[config.mk]
export PLATFORM = sky130hd
export DESIGN_NAME = csws_top
export DESIGN_NICKNAME = d
export VERILOG_FILES = /design/src/csws_pkg.sv /design/src/csws_top.sv
export VERILOG_INCLUDE_DIRS = /design/src
export SDC_FILE = /design/constraint.sdc
export NUM_CORES = 1
export LEC_CHECK = 0
export CAP_MARGIN = 20
export CORE_MARGIN = 2
export CORE_UTILIZATION = 36
export CTS_CLUSTER_DIAMETER = 80
export CTS_CLUSTER_SIZE = 25
export DETAILED_ROUTE_END_ITERATION = 10
export DONT_BUFFER_PORTS = 1
export GPL_TIMING_DRIVEN = 0
export PLACE_DENSITY = 0.47
export SLEW_MARGIN = 20
export SYNTH_ARGS = -nofsm -noshare
export SYNTH_HDL_FRONTEND = slang
export SYNTH_SLANG_ARGS = --single-unit
[constraint.sdc]
create_clock -name clk_i -period 1.93 [get_ports clk_i]
set_input_delay 0.0965 -clock clk_i [delete_from_list [all_inputs] [get_ports clk_i]]
set_output_delay 0.0965 -clock clk_i [all_outputs]
set_load 0.02 [all_outputs]
[src/csws_regs.svh]
// Constants of the processor speed and wait-state controller.
// Assumes inclusion by bare name from the module, the checker and the bench.
`ifndef CSWS_REGS_SVH
`define CSWS_REGS_SVH

// -----------------------------------------------------------------------
// Register map
// -----------------------------------------------------------------------
`define CSWS_CTRL_OFF 8'h00
`define CSWS_STAT_OFF 8'h04
`define CSWS_CTRL_CPU_RST 0
`define CSWS_CTRL_NPX_RST 1
`define CSWS_CTRL_OBW_LSB 2
`define CSWS_CTRL_OBW_MSB 4
`define CSWS_OBW_RST 3'h4
`define CSWS_STAT_FAST 0
`define CSWS_STAT_EFI 1
`define CSWS_STAT_CPU_RST 2
`define CSWS_STAT_NPX_RST 3
`define CSWS_STAT_HOLD_ACKNOWLEDGE 4
`define CSWS_STAT_WS_LSB 8

// -----------------------------------------------------------------------
// Wait-state counts
// -----------------------------------------------------------------------
`define CSWS_WS_ZERO 4'h0
`define CSWS_WS_SYSMEM 4'h1
`define CSWS_WS_SLOW8 4'h4
`define CSWS_WS_SLOW16 4'h1
`define CSWS_WS_FAST8MEM 4'h6
`define CSWS_WS_FAST8IO 4'h4
`define CSWS_WS_FAST16MEM 4'h1
`define CSWS_WS_FAST16IO 4'h2
`define CSWS_OBW_MIN 3'h1
`define CSWS_OBW_MAX 3'h4
`define CSWS_WS_CHAIN 10

// -----------------------------------------------------------------------
// Timing
// -----------------------------------------------------------------------
`define CSWS_CLK_MHZ 125
`define CSWS_FAST_MHZ 8
`define CSWS_SLOW_MHZ 6
`define CSWS_RST_STRETCH 16

`endif

[src/csws_pkg.sv]
// Types shared by the processor speed and wait-state controller.
// Assumes csws_regs.svh is on the include path.
package csws_pkg;
  typedef enum logic [2:0] {
    CSWS_IDLE,
    CSWS_DLY,
    CSWS_CMD,
    CSWS_DONE
  } csws_bus_t;
  typedef logic [3:0] csws_ws_t;
endpackage

[src/csws_top.sv]
// Processor speed select, reset distribution, bus command and wait-state logic.
// Assumes one 125 MHz clock, a synchronous reset and a classic Wishbone master.
//
// Function
// Faster speed is the default after configuration.
// Switch open: rear switch picks oscillator, 8 MHz.
// Switch closed: crystal, rear ignored, 6 MHz.
// Ready goes low when bus cycle completes.
// One power-up reset feeds processor and coprocessor.
// Software reset returns processor to real mode.
// Processor resets coprocessor after execution error.
// Bus control takes clock, ready, status, terminate, delay.
// Generates strobes, acknowledge, enable, latch, select, hold.
// Each wait-state adds one clock to cycle.
// On-board devices get one to four waits.
// Slow channel: 8-bit four, 16-bit one wait.
// Fast channel: 8-bit six, 16-bit mem one, I/O two.
// Flip-flop chain counts waits, drives command terminate.
// Zero-wait request removes all wait-states; the code honours it for off-board memory cycles only.
// System memory cycles get exactly one wait.
// Normal 8-bit I/O gets four generated waits.
// Counter loads at strobe, terminates at zero.
// Waits decoded from speed, select, width, location.
//
// The Wishbone register port and the register offsets were left to the implementer.
`include "csws_regs.svh"

module csws_top
  import csws_pkg::*;
#(
  parameter int CHAIN = `CSWS_WS_CHAIN
) (
  // Clock and reset
  input wire logic clk_i,
  input wire logic rst_i,
  // Wishbone slave
  input wire logic wb_cyc_i,
  input wire logic wb_stb_i,
  input wire logic wb_we_i,
  input wire logic [7:0] wb_adr_i,
  input wire logic [3:0] wb_sel_i,
  input wire logic [31:0] wb_dat_i,
  output logic [31:0] wb_dat_o,
  output logic wb_ack_o,
  // Switches and power-on pins
  input wire logic config_switch_bank_i,
  input wire logic rear_speed_switch_i,
  input wire logic power_good_i,
  // Processor status and target attributes
  input wire logic cpu_status_bit_low_i,
  input wire logic cpu_status_bit_high_i,
  input wire logic mem_io_i,
  input wire logic on_board_i,
  input wire logic width16_i,
  input wire logic zero_wait_request_n_i,
  input wire logic command_delay_i,
  input wire logic hold_request_i,
  // Clock and reset outputs
  output logic external_freq_input_o,
  output logic cpu_fast_o,
  output logic system_clock_n_o,
  output logic cpu_reset_o,
  output logic npx_reset_o,
  // Bus command outputs
  output logic ready_n_o,
  output logic command_terminate_o,
  output logic ale_o,
  output logic mem_rd_n_o,
  output logic mem_wr_n_o,
  output logic io_rd_n_o,
  output logic io_wr_n_o,
  output logic interrupt_acknowledge_n_o,
  output logic data_enable_strobe_o,
  output logic mem_io_sel_o,
  output logic hold_acknowledge_o
);

  // ---------------------------------------------------------------------
  // Constants
  // ---------------------------------------------------------------------
  localparam logic [4:0] DIV_FAST = 5'(`CSWS_CLK_MHZ / `CSWS_FAST_MHZ);
  localparam logic [4:0] DIV_SLOW = 5'(`CSWS_CLK_MHZ / `CSWS_SLOW_MHZ);
  localparam logic [4:0] STRETCH = 5'(`CSWS_RST_STRETCH);

  // ---------------------------------------------------------------------
  // Pin synchronisers
  // ---------------------------------------------------------------------
  // Bit order: cfg, rear, pgood, s0, s1, mio, onb, w16, zws_n, command_delay, hold.
  localparam int NPIN = 11;
  logic [NPIN-1:0] pin_raw;
  logic [NPIN-1:0] meta_q;
  logic [NPIN-1:0] sync_q;
  assign pin_raw = {hold_request_i, command_delay_i, zero_wait_request_n_i,
                    width16_i, on_board_i, mem_io_i, cpu_status_bit_high_i,
                    cpu_status_bit_low_i, power_good_i, rear_speed_switch_i,
                    config_switch_bank_i};

  // Switches reset to open so the faster speed holds until they are seen.
  always_ff @(posedge clk_i) begin
    if (rst_i) begin
      meta_q <= 11'h006;
      sync_q <= 11'h006;
    end else begin
      meta_q <= pin_raw;
      sync_q <= meta_q;
    end
  end

  logic cfg_closed;
  logic rear_open;
  logic pgood;
  logic [1:0] status;
  logic mio;
  logic onb;
  logic w16;
  logic zws;
  logic command_delay;
  logic hreq;
  assign cfg_closed = sync_q[0];
  assign rear_open = sync_q[1];
  assign pgood = sync_q[2];
  assign status = {sync_q[4], sync_q[3]};
  assign mio = sync_q[5];
  assign onb = sync_q[6];
  assign w16 = sync_q[7];
  assign zws = ~sync_q[8];
  assign command_delay = sync_q[9];
  assign hreq = sync_q[10];

  // ---------------------------------------------------------------------
  // Speed select and system clock divider
  // ---------------------------------------------------------------------
  logic fast_d;
  assign fast_d = ~cfg_closed & rear_open;

  always_ff @(posedge clk_i) begin
    if (rst_i) begin
      cpu_fast_o <= 1'b1;
      external_freq_input_o <= 1'b1;
    end else begin
      cpu_fast_o <= fast_d;
      external_freq_input_o <= fast_d;
    end
  end

  logic [4:0] div_q;
  logic tick_q;
  logic [4:0] div_max;
  assign div_max = cpu_fast_o ? DIV_FAST - 5'h01 : DIV_SLOW - 5'h01;

  // The tick is the rising edge of the system clock; the pin is its inverse.
  always_ff @(posedge clk_i) begin
    if (rst_i) begin
      div_q <= 5'h00;
      tick_q <= 1'b0;
      system_clock_n_o <= 1'b1;
    end else begin
      tick_q <= (div_q >= div_max);
      div_q <= (div_q >= div_max) ? 5'h00 : div_q + 5'h01;
      system_clock_n_o <= (div_q < {1'b0, div_max[4:1]}) ? 1'b0 : 1'b1;
    end
  end

  // ---------------------------------------------------------------------
  // Register file
  // ---------------------------------------------------------------------
  logic wb_req;
  logic wr_ctrl;
  logic [2:0] obw_q;
  logic sw_cpu_rst;
  logic sw_npx_rst;
  csws_ws_t ws_last_q;
  assign wb_req = wb_cyc_i & wb_stb_i & ~wb_ack_o;
  assign wr_ctrl = wb_req & wb_we_i & wb_sel_i[0] & (wb_adr_i == `CSWS_CTRL_OFF);
  assign sw_cpu_rst = wr_ctrl & wb_dat_i[`CSWS_CTRL_CPU_RST];
  assign sw_npx_rst = wr_ctrl & wb_dat_i[`CSWS_CTRL_NPX_RST];

  // Out-of-range on-board counts are clamped so a bad write cannot stall I/O.
  always_ff @(posedge clk_i) begin
    if (rst_i) begin
      obw_q <= `CSWS_OBW_RST;
    end else if (wr_ctrl) begin
      if (wb_dat_i[`CSWS_CTRL_OBW_MSB:`CSWS_CTRL_OBW_LSB] < `CSWS_OBW_MIN) begin
        obw_q <= `CSWS_OBW_MIN;
      end else if (wb_dat_i[`CSWS_CTRL_OBW_MSB:`CSWS_CTRL_OBW_LSB] > `CSWS_OBW_MAX) begin
        obw_q <= `CSWS_OBW_MAX;
      end else begin
        obw_q <= wb_dat_i[`CSWS_CTRL_OBW_MSB:`CSWS_CTRL_OBW_LSB];
      end
    end
  end

  always_ff @(posedge clk_i) begin
    if (rst_i) begin
      wb_ack_o <= 1'b0;
      wb_dat_o <= 32'h00000000;
    end else begin
      wb_ack_o <= wb_req;
      if (wb_req && !wb_we_i && wb_adr_i == `CSWS_CTRL_OFF) begin
        wb_dat_o <= {27'h0000000, obw_q, 2'h0};
      end else if (wb_req && !wb_we_i && wb_adr_i == `CSWS_STAT_OFF) begin
        wb_dat_o <= {20'h00000, ws_last_q, 3'h0, hold_acknowledge_o,
                     npx_reset_o, cpu_reset_o, external_freq_input_o, cpu_fast_o};
      end else begin
        wb_dat_o <= 32'h00000000;
      end
    end
  end

  // ---------------------------------------------------------------------
  // Reset distribution
  // ---------------------------------------------------------------------
  logic shutdown;
  logic [4:0] cpu_cnt_q;
  logic [4:0] npx_cnt_q;
  csws_bus_t state_q;

  // Shutdown is the halt encoding with memory selected; the processor needs
  // a stretched reset to leave it, the same path software uses.
  assign shutdown = tick_q & (state_q == CSWS_IDLE) & (status == 2'h0) & mio;

  always_ff @(posedge clk_i) begin
    if (rst_i || !pgood) begin
      cpu_cnt_q <= STRETCH;
    end else if (sw_cpu_rst || shutdown) begin
      cpu_cnt_q <= STRETCH;
    end else if (cpu_cnt_q != 5'h00) begin
      cpu_cnt_q <= cpu_cnt_q - 5'h01;
    end
  end

  always_ff @(posedge clk_i) begin
    if (rst_i || !pgood) begin
      npx_cnt_q <= STRETCH;
    end else if (sw_npx_rst) begin
      npx_cnt_q <= STRETCH;
    end else if (npx_cnt_q != 5'h00) begin
      npx_cnt_q <= npx_cnt_q - 5'h01;
    end
  end

  always_ff @(posedge clk_i) begin
    if (rst_i) begin
      cpu_reset_o <= 1'b1;
      npx_reset_o <= 1'b1;
    end else begin
      cpu_reset_o <= (cpu_cnt_q != 5'h00);
      npx_reset_o <= (npx_cnt_q != 5'h00);
    end
  end

  // ---------------------------------------------------------------------
  // Wait-state selection
  // ---------------------------------------------------------------------
  csws_ws_t ws_sel;
  always_comb begin
    if (onb) begin
      ws_sel = mio ? `CSWS_WS_SYSMEM : {1'b0, obw_q};
    end else if (zws && mio) begin
      ws_sel = `CSWS_WS_ZERO;
    end else if (!cpu_fast_o) begin
      ws_sel = w16 ? `CSWS_WS_SLOW16 : `CSWS_WS_SLOW8;
    end else if (w16) begin
      ws_sel = mio ? `CSWS_WS_FAST16MEM : `CSWS_WS_FAST16IO;
    end else begin
      ws_sel = mio ? `CSWS_WS_FAST8MEM : `CSWS_WS_FAST8IO;
    end
  end

  // ---------------------------------------------------------------------
  // Bus command sequencer
  // ---------------------------------------------------------------------
  logic start;
  logic load;
  logic [CHAIN-1:0] chain_q;
  logic rd_q;
  logic wr_q;
  logic interrupt_acknowledge_q;
  logic mio_q;

  assign start = tick_q & (state_q == CSWS_IDLE) & (status != 2'h3) & ~cpu_reset_o
                 & ~hold_acknowledge_o & ~(status == 2'h0 && mio);
  assign load = tick_q & (state_q == CSWS_DLY) & ~command_delay;

  always_ff @(posedge clk_i) begin
    if (rst_i || cpu_reset_o) begin
      state_q <= CSWS_IDLE;
    end else if (tick_q) begin
      case (state_q)
        CSWS_IDLE: if (start) begin
          state_q <= CSWS_DLY;
        end
        CSWS_DLY: if (!command_delay) begin
          state_q <= CSWS_CMD;
        end
        CSWS_CMD: if (!chain_q[0]) begin
          state_q <= CSWS_DONE;
        end
        CSWS_DONE: state_q <= CSWS_IDLE;
        default: state_q <= CSWS_IDLE;
      endcase
    end
  end

  always_ff @(posedge clk_i) begin
    if (rst_i) begin
      rd_q <= 1'b0;
      wr_q <= 1'b0;
      interrupt_acknowledge_q <= 1'b0;
      mio_q <= 1'b0;
    end else if (start) begin
      rd_q <= (status == 2'h1);
      wr_q <= (status == 2'h2);
      interrupt_acknowledge_q <= (status == 2'h0);
      mio_q <= mio;
    end
  end

  // One flip-flop per wait; the loaded run of ones drains one per system clock tick.
  for (genvar i = 0; i < CHAIN; i++) begin : g_chain
    always_ff @(posedge clk_i) begin
      if (rst_i || cpu_reset_o) begin
        chain_q[i] <= 1'b0;
      end else if (load) begin
        chain_q[i] <= (i < int'(ws_sel));
      end else if (tick_q && state_q == CSWS_CMD) begin
        chain_q[i] <= (i == CHAIN - 1) ? 1'b0 : chain_q[(i + 1) % CHAIN];
      end
    end
  end

  always_ff @(posedge clk_i) begin
    if (rst_i) begin
      ws_last_q <= `CSWS_WS_ZERO;
    end else if (load) begin
      ws_last_q <= ws_sel;
    end
  end

  logic cmd_act;
  logic term;
  assign term = tick_q & (state_q == CSWS_CMD) & ~chain_q[0];
  assign cmd_act = (state_q == CSWS_CMD) & ~term;

  always_ff @(posedge clk_i) begin
    if (rst_i) begin
      ale_o <= 1'b0;
      command_terminate_o <= 1'b0;
      ready_n_o <= 1'b1;
      mem_rd_n_o <= 1'b1;
      mem_wr_n_o <= 1'b1;
      io_rd_n_o <= 1'b1;
      io_wr_n_o <= 1'b1;
      interrupt_acknowledge_n_o <= 1'b1;
      data_enable_strobe_o <= 1'b0;
      mem_io_sel_o <= 1'b0;
    end else begin
      ale_o <= (state_q == CSWS_DLY) & ~cpu_reset_o;
      command_terminate_o <= term;
      // Ready is held for the whole final system clock period.
      ready_n_o <= ~((state_q == CSWS_DONE) | term);
      mem_rd_n_o <= ~(cmd_act & rd_q & mio_q);
      mem_wr_n_o <= ~(cmd_act & wr_q & mio_q);
      io_rd_n_o <= ~(cmd_act & rd_q & ~mio_q);
      io_wr_n_o <= ~(cmd_act & wr_q & ~mio_q);
      interrupt_acknowledge_n_o <= ~(cmd_act & interrupt_acknowledge_q);
      data_enable_strobe_o <= cmd_act;
      mem_io_sel_o <= mio_q;
    end
  end

  // ---------------------------------------------------------------------
  // Hold handshake toward DMA
  // ---------------------------------------------------------------------
  // Hold is granted only between cycles so a command is never cut short.
  always_ff @(posedge clk_i) begin
    if (rst_i) begin
      hold_acknowledge_o <= 1'b0;
    end else if (!hreq) begin
      hold_acknowledge_o <= 1'b0;
    end else if (state_q == CSWS_IDLE && !start) begin
      hold_acknowledge_o <= 1'b1;
    end
  end

endmodule

==> qor.yml <==
fin_skew_ns: 0.009843
dpl.cell_count: 484
die_w_um: 100.1
fin_crit_sh: 0.9165
drtIter0Drc: 74
final_max_slew_viol_count: 0
dieArea_um2: 10020
fp.dieH_um: 100.1
track_usage: 0.1372
htree_levels: 3
num_rows: 35
power_density_nw_per_um2: 937.3
async_flop_share: 0
cp_slowest_cell: "or4_4"
clock-sinks: 80
io_buffers: 0
ys_types: 52
synth_edf_count: 0
via_per_inst: 4.658
worstPathMaxFanout: 7
peakVddDrop_v: 0.0003934
vias: 2399
fin_util: 0.4367
cts_buffer_depth: 2
synth_warnings: 0
rsz0062_at_grt: "no"
area_growth_syn_to_layout_pct: 19.65
p_leak_nw: 1.657
setup_violations: 0
finalNetCount: 475
hp-class: "in2reg"
numCtsBuffers: 9
syn_avg_cell_area_um2: 9.498
wire_per_inst_um: 12.41
clk_pin_slew_ns: 0.08
hpwlAfterDp_mm: 4.724
arrival_ns: 2.04
path_class: "reg2reg"
postCtsSetupBuffers: 0
status: "finished, final reports clean"
ys_seq_elements: 80
drive_above_1_share: 0.1535
tightest_slew_ns: 0.5599
cts_tree: "built"
clk_latency_ns: 0.34
drt_wl_total_mm: 6.391
first_pass_iters: 4
design.core.area_um2: 9109
start_util: 0.3650
grt.overflow.total: 0
antenna_found_initial: 0
grt_pass1_wl_mm: 10.63
grt_max_degree: 14
finalNonFillerCells: 515
placed_cell_area_um2: 3550
crit_chain: "nand3b_1, or4_4, buf_6, or3b_1, a21oi_1"
startpoint_type: "flop"
root_buffer: "clkbuf_8"
diodes: 0
drc: 0
synthesis.area_um2: 3324
grt_pass1_vias: 2173
synth-seq-area-share: 0.4817
synthCells: 350
slew_headroom: 0.6267
gp_congestion: 0.8296
nFillCells: 921
io_pins: 109
critPathCaptureType: "flop"
cap_violations: 0
postRouteAntennaNets: 0
hold_violations: 0
finalCriticalPeriod_ns: 1.769
cpPeakStageDelay_ns: 0.54
final_cell_area_um2: 3978
fin_total_pwr_mw: 3.728
synth_flop_cell: "dfxtp_1"
worstPathRequired_ns: 2.20
fmax_ghz: 0.5653
[per-stage QoR]
stage               TNS [ns]  hold slack [ns]  worst slack, ns
detailed placement    -1.034           0.2023          -0.1866
global placement      -1.075           0.2027          -0.2013
floorplan                  0           0.2003           0.1415
global route               0          0.04398         0.008643
CTS                        0         0.002536          0.04787
finish                     0          0.02060           0.1611
[metal layers]
metal  vias up  GRT usage  share of wire  wire [um]
li1       1239          -              -          -
met2        54     0.2084           0.46       2941
met4         0    0.06639          0.026        166
met1      1091     0.1804           0.47       3020
met5         -          0              0          0
met3        15    0.03760          0.041        263
[kinds of logic (layout without fill, tap and decap cells)]
family	after synthesis	after routing	synth area share
buffers and inverters	52	83	0.09033
adders and majority gates	15	15	0.05645
DFF	80	80	0.4817
other	1	24	0.001128
xor gates and xnor gates	10	10	0.02635
AOI/OAI and AO/OA	56	56	0.1125
muxes	5	5	0.01506
and+or+nand+nor	131	131	0.2164
[power by group]
part | total, mW | internal (mW) | leakage (nW) | switching [mW]
combinational | 0.545 | 0.279 | 0.902 | 0.266
sequential | 1.88 | 1.77 | 0.654 | 0.109
clock | 1.30 | 0.716 | 0.101 | 0.587
[placed cells by master, fill, tap and decap left out, types with 3 or more instances in the layout]
master	count
dfxtp_1	78
nor2_1	28
buf_4	26
nor2b_1	25
conb_1	24
nand2_1	20
dlygate4sd3_1	17
inv_1	15
ha_1	15
nor3_1	14
o21ai_0	11
a21oi_1	10
clkbuf_8	9
xnor2_1	8
clkbuf_1	7
nand3_1	7
or2_2	6
and2_1	5
mux2i_1	5
o211ai_1	5
nand2b_1	4
a22oi_1	3
o21a_1	3
a211oi_1	3
[cell type report]
type | count | area [um2] | share of cell area
buffer | 35 | 236.5 | 0.05945
clock buffer | 9 | 123.9 | 0.03114
clock inverter | 6 | 85.08 | 0.02139
inverter | 16 | 60.06 | 0.01510
multi-input combinational | 241 | 1556 | 0.3913
sequential | 80 | 1607 | 0.4039
tap | 111 | 138.9 | 0.03492
timing repair buffer | 17 | 170.2 | 0.04278
[worst paths after layout]
check / from / to / slack [ns] / depth (start not counted)
setup reg to reg: wb_ack_o / obw_q[1] / 0.16 / 5
setup / recovery: wb_ack_o / obw_q[1] / 0.16 / 5
hold / removal: wb_we_i / wb_dat_o[1] / 0.02 / 2
hold reg to reg: sync_q[0] / cpu_fast_o / 0.40 / 1
[repair_timing]
item / CTS / global route
hold buffers: 17 / 0
setup endpoints to repair: 8 / 13
resized for setup: 3 / 10
hold endpoints to repair: 19 / 0
[critical path, delay by kind of cell, from the launching register on]
kind / cells / cell delay (ns)
AOI/OAI and AO/OA: 1 / 0.14
buffers and inverters: 1 / 0.15
DFF: 1 / 0.36
and+or+nand+nor: 3 / 1.05
[state kept, by name, indices dropped and copies added, names as in the netlist, 2 cells and up]
name and flops:
meta_q 11, obw_q 3, div_q 5, state_q 2
chain_q 7, cpu_cnt_q 5, ws_last_q 3, sync_q 11
wb_dat_o 7, npx_cnt_q 5
[synth_stat cells, drive strengths merged (2+ instances only)]
cell / n / share of area
nand3b: 2 / 0.0045
o22ai: 2 / 0.0038
o21a: 3 / 0.0068
a21o: 2 / 0.0045
a211o: 2 / 0.0053
nor2: 29 / 0.033
o211ai: 5 / 0.011
and2: 5 / 0.0094
dfxtp: 80 / 0.48
inv: 15 / 0.017
or2: 6 / 0.011
and3: 2 / 0.0038
nand2b: 4 / 0.0075
ha: 15 / 0.056
nand3: 7 / 0.011
a31oi: 2 / 0.0038
mux2i: 5 / 0.015
nor3: 14 / 0.021
a21oi: 10 / 0.015
xor2: 2 / 0.0053
nand2: 20 / 0.023
xnor2: 8 / 0.021
or4: 3 / 0.0090
or3b: 3 / 0.0079
nand4bb: 3 / 0.010
buf: 28 / 0.063
o31ai: 3 / 0.0068
a211oi: 3 / 0.0068
o21ai: 13 / 0.020
a22oi: 3 / 0.0068
nor2b: 26 / 0.049
o211a: 2 / 0.0060
clkbuf: 8 / 0.0090
o311a: 2 / 0.0060
No activity file was read; power rests on OpenSTA's default activity.
